## config.mk

```make
export PLATFORM = sky130hd
export DESIGN_NAME = trrc_top
export DESIGN_NICKNAME = d
export VERILOG_FILES = /design/src/trrc_pkg.sv /design/src/trrc_pair_buf.sv /design/src/trrc_top.sv
export SDC_FILE = /design/constraint.sdc
export NUM_CORES = 1
export LEC_CHECK = 0
export ABC_AREA = 1
export BUFFER_PORTS_ARGS = -buffer_cell sky130_fd_sc_hd__buf_2
export CELL_PAD_IN_SITES_DETAIL_PLACEMENT = 1
export CELL_PAD_IN_SITES_GLOBAL_PLACEMENT = 2
export CORE_MARGIN = 2
export CORE_UTILIZATION = 33
export CTS_CLUSTER_DIAMETER = 100
export DETAILED_ROUTE_END_ITERATION = 8
export GPL_ROUTABILITY_DRIVEN = 0
export PLACE_DENSITY = 0.78
export RECOVER_POWER = 100
export SYNTH_ARGS = -nofsm -noshare
export SYNTH_HDL_FRONTEND = slang
export SYNTH_SLANG_ARGS = --single-unit
```

## constraint.sdc

```tcl
create_clock -name clk -period 2.7 [get_ports clk]
set_input_delay 0.54 -clock clk [delete_from_list [all_inputs] [get_ports clk]]
set_output_delay 0.54 -clock clk [all_outputs]
set_load 0.02 [all_outputs]
```

## src/trrc_pkg.sv

```systemverilog
// What this block does
// each drive strobe latches and clocks checks; strobes controller unless the buffer is full
// output mux: read char when reading, else LRC
// nonzero CRC compare in CRC phase flags error
// nonzero LRC compare in LRC phase flags error
// CRC/LRC errors only during forward motion
// body parity checked, quiet during CRC/LRC phases
// file mark: two mark chars, eight blanks
// mark-char flag set at start, never re-set
// count two enables gap detector, three resets it
// gap eight flags file mark; third strobe before gap eight cancels
// record active from many strobes or file mark
// end counter preset 8; three blanks start end
// nine-track three-count sets CRC phase flag
// CRC strobe sets LRC phase, clears CRC phase
// LRC strobe clears LRC phase, sets record end
// end counter overflow feeds decision delay, clear pulse
// strobes in delay reload; phases never repeat
// character clocks ignored while writing
// count six in a phase makes artificial strobe
// delay counter loads one if no LRC phase
// seven-track or mark op skips CRC phase
// mark operation always uses the long delay
// drive strobes each character after skew delay
// operation set pulse initialises all record state except the latch and the character buffer
package trrc_pkg;
	typedef struct packed
	{
		logic parity;
		logic [7:0] bits;
	} trrc_char_t;

	localparam int CHAR_W = 9;
	localparam int SYNC_W = 11;
	localparam int SYNC_STB = 10;
	localparam int SYNC_CLK = 9;
	// end counter runs from its preset; it overflows into zero after eight clocks
	localparam logic [3:0] EOR_PRESET = 4'h8;
	localparam logic [3:0] EOR_THREE = 4'hb;
	localparam logic [3:0] EOR_SIX = 4'he;
	localparam logic [3:0] EOR_LAST = 4'hf;
	localparam logic [3:0] EOR_STEP = 4'h1;
	localparam logic [1:0] STB_GAP_ON = 2'h2;
	localparam logic [1:0] STB_MANY = 2'h3;
	localparam logic [1:0] STB_STEP = 2'h1;
	localparam logic [3:0] GAP_BLANKS = 4'h8;
	localparam logic [3:0] GAP_STEP = 4'h1;
	localparam logic [7:0] FMK_CHAR_9 = 8'h13;
	localparam logic [7:0] FMK_CHAR_7 = 8'h0f;
	// feedback taps of the check generator; plain default
	localparam logic [8:0] CRC_TAPS = 9'h079;

	function automatic logic trrc_nonzero(input logic [CHAR_W-1:0] v);
		return |v;
	endfunction : trrc_nonzero
endpackage : trrc_pkg

```

## src/trrc_pair_buf.sv

```systemverilog
module trrc_pair_buf #(
	parameter int W = 9
) (
	input wire logic clk,
	input wire logic rst,
	input wire logic in_valid,
	output logic in_ready,
	input wire logic [W-1:0] in_data,
	output logic out_valid,
	input wire logic out_ready,
	output logic [W-1:0] out_data
);
	logic [W-1:0] mem_reg [2];
	logic [W-1:0] mem_next [2];
	logic wr_reg, wr_next, rd_reg, rd_next;
	logic [1:0] cnt_reg, cnt_next;
	logic push, pop;

	always_comb
	begin
		in_ready = (cnt_reg != 2'h2);
		out_valid = (cnt_reg != 2'h0);
		out_data = mem_reg[rd_reg];
		push = in_valid & in_ready;
		pop = out_valid & out_ready;
		mem_next = mem_reg;
		wr_next = wr_reg;
		rd_next = rd_reg;
		if (push)
		begin
			mem_next[wr_reg] = in_data;
			wr_next = ~wr_reg;
		end
		if (pop)
			rd_next = ~rd_reg;
		cnt_next = cnt_reg + {1'b0, push} - {1'b0, pop};
	end

	always_ff @(posedge clk)
	begin
		if (rst)
		begin
			mem_reg[0] <= '0;
			mem_reg[1] <= '0;
			wr_reg <= 1'b0;
			rd_reg <= 1'b0;
			cnt_reg <= 2'h0;
		end
		else
		begin
			mem_reg <= mem_next;
			wr_reg <= wr_next;
			rd_reg <= rd_next;
			cnt_reg <= cnt_next;
		end
	end
endmodule : trrc_pair_buf

```

## src/trrc_top.sv

```systemverilog
module trrc_top (
	input wire logic clk,
	input wire logic rst,
	input wire logic drive_read_strobe,
	input wire logic drive_char_clock,
	input wire trrc_pkg::trrc_char_t read_lines,
	input wire logic op_set_pulse,
	input wire logic reading,
	input wire logic writing,
	input wire logic forward_motion_active,
	input wire logic seven_track_select,
	input wire logic tape_mark_operation,
	input wire logic parity_odd_select,
	input wire logic ctrl_ready,
	output logic controller_data_strobe,
	output trrc_pkg::trrc_char_t ctrl_char,
	output logic char_buffer_ready,
	output logic check_generator_pulse,
	output trrc_pkg::trrc_char_t latched_read_lines,
	output logic crc_next_indication,
	output logic lrc_next_indication,
	output logic crc_error_out,
	output logic lrc_error_out,
	output logic parity_error_out,
	output logic file_mark_found_out,
	output logic more_than_two_strobes,
	output logic record_active,
	output logic record_end_flag,
	output logic read_clear_pulse
);
	logic [trrc_pkg::SYNC_W-1:0] sync1_reg, sync2_reg;
	logic [1:0] prev_reg, prev_next;
	trrc_pkg::trrc_char_t latch_reg, latch_next, ch;
	trrc_pkg::trrc_char_t buf_out;
	logic [8:0] crc_reg, crc_next, lrc_reg, lrc_next;
	logic crc_flag_reg, crc_flag_next, lrc_flag_reg, lrc_flag_next;
	logic end_reg, end_next;
	logic [1:0] stb_reg, stb_next;
	logic many_reg, many_next;
	logic [3:0] gap_reg, gap_next;
	logic seen_reg, seen_next, fmk_reg, fmk_next;
	logic [3:0] eor_reg, eor_next, eor_inc;
	logic dd_reg, dd_next, done_reg, done_next;
	logic crc_err_reg, crc_err_next, lrc_err_reg, lrc_err_next;
	logic par_err_reg, par_err_next;
	logic chk_reg, chk_next, clr_reg, clr_next;
	logic drv_stb, char_tick, eor_run, artificial, three_evt, overflow, comp;
	logic fmk_char;

	// pins cross into clk here; the first stage feeds only the second
	always_ff @(posedge clk)
	begin
		if (rst)
		begin
			sync1_reg <= '0;
			sync2_reg <= '0;
		end
		else
		begin
			sync1_reg <= {drive_read_strobe, drive_char_clock, read_lines};
			sync2_reg <= sync1_reg;
		end
	end

	always_comb
	begin
		prev_next = {sync2_reg[trrc_pkg::SYNC_STB], sync2_reg[trrc_pkg::SYNC_CLK]};
		drv_stb = sync2_reg[trrc_pkg::SYNC_STB] & ~prev_reg[1];
		// a gap seen while writing may be a tape flaw, not an end
		char_tick = sync2_reg[trrc_pkg::SYNC_CLK] & ~prev_reg[0] & ~writing;
		record_active = many_reg | fmk_reg;
		eor_inc = eor_reg + trrc_pkg::EOR_STEP;
		eor_run = char_tick & record_active;
		// zero check characters leave no strobe; stand in for them
		artificial = eor_run & ~drv_stb & (crc_flag_reg | lrc_flag_reg)
			& (eor_inc == trrc_pkg::EOR_SIX);
		three_evt = eor_run & ~drv_stb & ~crc_flag_reg & ~lrc_flag_reg & ~end_reg
			& (eor_inc == trrc_pkg::EOR_THREE);
		overflow = eor_run & ~drv_stb & (eor_reg == trrc_pkg::EOR_LAST);
		comp = drv_stb | artificial;
		ch = drv_stb ? trrc_pkg::trrc_char_t'(sync2_reg[trrc_pkg::CHAR_W-1:0]) : '0;
		fmk_char = ch.bits == (seven_track_select ? trrc_pkg::FMK_CHAR_7 : trrc_pkg::FMK_CHAR_9);

		latch_next = latch_reg;
		crc_next = crc_reg;
		lrc_next = lrc_reg;
		crc_flag_next = crc_flag_reg;
		lrc_flag_next = lrc_flag_reg;
		end_next = end_reg;
		stb_next = stb_reg;
		many_next = many_reg;
		gap_next = gap_reg;
		seen_next = seen_reg;
		fmk_next = fmk_reg;
		eor_next = eor_reg;
		dd_next = dd_reg;
		done_next = done_reg;
		crc_err_next = crc_err_reg;
		lrc_err_next = lrc_err_reg;
		par_err_next = par_err_reg;
		chk_next = comp;
		clr_next = 1'b0;

		if (comp)
		begin
			latch_next = ch;
			eor_next = trrc_pkg::EOR_PRESET;
			lrc_next = lrc_reg ^ ch;
			if (crc_flag_reg)
			begin
				crc_next = crc_reg ^ ch;
				if (forward_motion_active & trrc_pkg::trrc_nonzero(crc_reg ^ ch))
					crc_err_next = 1'b1; // see
				lrc_flag_next = 1'b1;
				crc_flag_next = 1'b0;
			end
			else if (lrc_flag_reg)
			begin
				if (forward_motion_active & trrc_pkg::trrc_nonzero(lrc_reg ^ ch))
					lrc_err_next = 1'b1; // see
				lrc_flag_next = 1'b0;
				end_next = 1'b1;
			end
			else
			begin
				crc_next = {crc_reg[7:0], 1'b0} ^ ({9{crc_reg[8]}} & trrc_pkg::CRC_TAPS) ^ ch;
				if ((^ch) != parity_odd_select)
					par_err_next = 1'b1;
			end
		end
		else if (eor_run)
			eor_next = eor_inc;

		if (three_evt)
		begin
			// no check character precedes the LRC in these modes
			if (seven_track_select | tape_mark_operation)
				lrc_flag_next = 1'b1;
			else
				crc_flag_next = 1'b1;
		end

		if (lrc_flag_next | end_next)
			crc_flag_next = 1'b0; // see

		if (drv_stb)
		begin
			seen_next = seen_reg & fmk_char;
			if (stb_reg != trrc_pkg::STB_MANY)
				stb_next = stb_reg + trrc_pkg::STB_STEP;
			if (stb_reg == trrc_pkg::STB_GAP_ON)
			begin
				many_next = 1'b1;
				gap_next = '0;
				if (gap_reg != trrc_pkg::GAP_BLANKS)
					seen_next = 1'b0;
			end
			// long delay unless the LRC phase was already running outside a mark operation
			dd_next = ~lrc_flag_reg | tape_mark_operation; // see
			done_next = 1'b0;
		end
		else if (char_tick & (stb_reg == trrc_pkg::STB_GAP_ON) & (gap_reg != trrc_pkg::GAP_BLANKS))
		begin
			gap_next = gap_reg + trrc_pkg::GAP_STEP;
			if (seen_reg & (gap_next == trrc_pkg::GAP_BLANKS))
				fmk_next = 1'b1; // see
		end

		if (overflow & end_reg & ~done_reg)
		begin
			if (dd_reg)
				dd_next = 1'b0;
			else
			begin
				clr_next = 1'b1;
				done_next = 1'b1;
			end
		end

		if (op_set_pulse)
		begin
			crc_next = '0;
			lrc_next = '0;
			crc_flag_next = 1'b0;
			lrc_flag_next = 1'b0;
			end_next = 1'b0;
			stb_next = '0;
			many_next = 1'b0;
			gap_next = '0;
			seen_next = 1'b1;
			fmk_next = 1'b0;
			eor_next = trrc_pkg::EOR_PRESET;
			dd_next = 1'b0;
			done_next = 1'b0;
			crc_err_next = 1'b0;
			lrc_err_next = 1'b0;
			par_err_next = 1'b0;
			clr_next = 1'b0;
		end
	end

	always_ff @(posedge clk)
	begin
		if (rst)
		begin
			prev_reg <= '0;
			latch_reg <= '0;
			crc_reg <= '0;
			lrc_reg <= '0;
			crc_flag_reg <= 1'b0;
			lrc_flag_reg <= 1'b0;
			end_reg <= 1'b0;
			stb_reg <= '0;
			many_reg <= 1'b0;
			gap_reg <= '0;
			seen_reg <= 1'b1;
			fmk_reg <= 1'b0;
			eor_reg <= trrc_pkg::EOR_PRESET;
			dd_reg <= 1'b0;
			done_reg <= 1'b0;
			crc_err_reg <= 1'b0;
			lrc_err_reg <= 1'b0;
			par_err_reg <= 1'b0;
			chk_reg <= 1'b0;
			clr_reg <= 1'b0;
		end
		else
		begin
			prev_reg <= prev_next;
			latch_reg <= latch_next;
			crc_reg <= crc_next;
			lrc_reg <= lrc_next;
			crc_flag_reg <= crc_flag_next;
			lrc_flag_reg <= lrc_flag_next;
			end_reg <= end_next;
			stb_reg <= stb_next;
			many_reg <= many_next;
			gap_reg <= gap_next;
			seen_reg <= seen_next;
			fmk_reg <= fmk_next;
			eor_reg <= eor_next;
			dd_reg <= dd_next;
			done_reg <= done_next;
			crc_err_reg <= crc_err_next;
			lrc_err_reg <= lrc_err_next;
			par_err_reg <= par_err_next;
			chk_reg <= chk_next;
			clr_reg <= clr_next;
		end
	end

	// the drive cannot be paused; a full buffer drops the character
	trrc_pair_buf #(
		.W(trrc_pkg::CHAR_W)
	) u_buf (
		.clk(clk),
		.rst(rst),
		.in_valid(comp),
		.in_ready(char_buffer_ready),
		.in_data(ch),
		.out_valid(controller_data_strobe),
		.out_ready(ctrl_ready),
		.out_data(buf_out)
	);

	always_comb
	begin
		ctrl_char = reading ? buf_out : trrc_pkg::trrc_char_t'(lrc_reg);
		check_generator_pulse = chk_reg;
		latched_read_lines = latch_reg;
		crc_next_indication = crc_flag_reg;
		lrc_next_indication = lrc_flag_reg;
		crc_error_out = crc_err_reg;
		lrc_error_out = lrc_err_reg;
		parity_error_out = par_err_reg;
		file_mark_found_out = fmk_reg;
		more_than_two_strobes = many_reg;
		record_end_flag = end_reg;
		read_clear_pulse = clr_reg;
	end
endmodule : trrc_top
```

==> out/results.txt <==
Seq cells post-synth: 96
Initial antenna violation count: 0
Root Buffer: clkbuf_16
Internal power component: 2.350 mW
# setup viols final: 0
Nets: 700
Hold Crit Class: in -> reg
Die W: 119.4 um
Util after Layout: 38.62%
Max H-tree Level: 3
Rel. slew slack: 30.38%
Storage cell area: 1922 um2
Cells after DPL: 832
Clock slew at reported path FFs: 0.07 ns
Pwr Density: 632.7 nW/um2
CP max stage delay: 0.42 ns
Register area share after synthesis: 43.74%
Post_cts resized: 0
Async S/R FF share, synth: 0%
Cells after Synth: 616
Post-route minimum period: 2.280 ns
Largest net degree at the start of global routing: 54
Sw Share: 26.77%
Pre-Repair DR Iteration Count: 4
Synth top area cells: dfxtp_1 (44%), nand2_1 (12%), inv_1 (7.3%), nor2_1 (7.0%), a21oi_1 (5.8%)
Hpwl dp: 9.307 mm
CTS buffer count: 9
Antenna diodes: 0
Buf/Inv on CP: 1
Max Cap Viol: 0
RSZ-0062 raised after global routing: false
# fillers: 1708
Final period utilization: 84.45%
Crit-path leading delay family: simple AND/OR/NAND/NOR gates
Vias in the first global route: 4080
Synth-to-Final Area Change: 15.46%
Startpoint Class: flop
Most numerous cell on the critical path: nand2_1
GRT met2 Usage: 30.39%
Met3 Track Usage GR: 2.921%
Remaining DRCs: 0
Post-Synthesis Net Count: 649
Max FO, Critical Path: 7
Clock sink total: 96
First-pass GRT wire length: 20.71 mm
CTS Buffer Depth: 2
Worst-Margin Slew: 1.044 ns
Hold Buf Count CTS: 0
Die area: 14260 um2
Clock power frac: 40.9%
Most used routing layer: met2
Initial drt markers: 217
Commonest cells after routing, fill and taps aside: nand2_1 (143), dfxtp_1 (96), inv_1 (85)
Slew Viols, Final: 0
Initial Util: 33.45%
Critical Path End Type: flop
Number of buffers added for setup after CTS: 0
Peak Freq: 438.6 MHz
Synth top area share: 43.74%
Area of the multi-input gates: 2019 um2
Main synth FF type: dfxtp_1
Total core area: 13140 um2
Critical Setup Path Class: reg -> reg
Ys Warns: 0
Final Hold Vio Count: 0
Ports: 52
DRT Wirelength: 12.57 mm
Slowest CP cell: dfxtp_1
Die H: 119.4 um
Total GRT Usage: 18.52%
Register share of total power: 46.8%
Yosys cell types: 34
Clock latency on the worst-skew pair: 0.34 ns
Share of cells above drive strength 1: 8.333%
Setup TNS: 0 ns
Worst path cell trace: inv_2 -> nor2_1 -> nand2_2 -> ha_1 -> xnor2_1 -> nand3_1 -> nand2_1 -> nand2_1 -> nand2_1 -> nand2_1 -> nand3_1 -> a21oi_1
Synth area leader: dfxtp_1
CTS tree: done
Number of port buffers: 51
Leak: 2.074 nW
Logic pwr share: 12.3%
Remaining global-route overflow: 0
Commonest non-fill, non-tap cell in the layout: nand2_1
Status: finished clean
Rows: 42
Total power: 3.210 mW
Finished Layout Cells: 848
Routed vias/inst: 4.693
Wire per inst: 14.82 um
Routed Antenna Nets: 0
Layout Skew: 0.005690 ns
Max FFs per register: 18
Synth Area per Inst: 7.133 um2
Met1 Track Usage GR: 24.93%
Via count: 3980
Post-synth EDFFs: 0
Arr. time, crit path: 2.50 ns
Net switching power: 0.8594 mW
Placement Setup Slack: 0.3624 ns
Final worst setup slack: 0.4199 ns
Cell Area, Synth: 4394 um2
Peak VDD IR: 0.0003619 V
Worst Path Required: 2.92 ns
[cell type report]
| class | instances | area share, % |
|---|---|---|
| Timing Repair Buffer | 59 | 5.179 |
| Clock inverter | 3 | 0.7891 |
| Clock buffer | 13 | 5.129 |
| Sequential cell | 96 | 37.88 |
| Multi-Input combinational cell | 411 | 39.80 |
| Inverter | 90 | 6.880 |
| Tap cell | 176 | 4.340 |
[path summary, 6_finish.rpt]
path / startpoint / end / slack (ns) / cells past startpoint
hold / removal: read_lines[0] / sync1_reg[0] / 0.40 / 3
setup / recovery: sync2_reg[10] / parity_error_out / 0.42 / 12
setup reg to reg: sync2_reg[10] / parity_error_out / 0.42 / 12
hold reg to reg: sync1_reg[0] / sync2_reg[0] / 0.40 / 2
[tightest hold or removal path, stage by stage]
cell and delay, ns:
buf_2 0.07, inv_1 0.03, nor2_1 0.07
[power groups by stage]
| stage | Sequential, mW | Clock (mW) | Combinational (mW) |
|---|---|---|---|
| 2_1_floorplan | 1.51 | 0 | 0.298 |
| 3_3_place_gp | 1.53 | 0 | 0.407 |
| 3_5_place_dp | 1.53 | 0 | 0.414 |
| 4_1_cts | 1.50 | 1.34 | 0.417 |
| 5_1_grt | 1.51 | 1.40 | 0.450 |
| 6_report | 1.50 | 1.31 | 0.396 |
[through the flow]
stage / area [um2] / hold WS [ns]
2_1_floorplan: 4394 / 0.3883
3_3_place_gp: 4831 / 0.3988
3_5_place_dp: 4831 / 0.3981
4_1_cts: 5131 / 0.3918
5_1_grt: 5074 / 0.4099
6_report: 5074 / 0.4003
[per-layer routing]
| metal | routed length (um) | vias up | part of all wire, % |
|---|---|---|---|
| li1 | - | 2025 | - |
| met1 | 6139 | 1891 | 49 |
| met2 | 5806 | 51 | 46 |
| met3 | 382 | 13 | 3.0 |
| met4 | 238 | 0 | 1.9 |
| met5 | 0 | - | 0 |
[kinds of logic (layout without fill, tap and decap cells)]
group                      after synthesis  in the layout  synth area share (%)
and+or+nand+nor                        275            275                 26.22
DFF                                     96             96                 43.74
AOI/OAI and AO/OA                      104            104                 12.44
buffers and inverters                  109            165                 10.19
xor gates and xnor gates                20             20                 3.986
adders and majority gates               12             12                 3.417
[synthesized netlist by cell type (6+ instances only)]
cell / count
nand2_1: 143
dfxtp_1: 96
inv_1: 85
nor2_1: 82
a21oi_1: 51
o21ai_0: 39
nand3_1: 25
xor2_1: 15
ha_1: 12
clkbuf_1: 11
o22ai_1: 9
nor3_1: 6
Power figures use the tool's default switching activity.
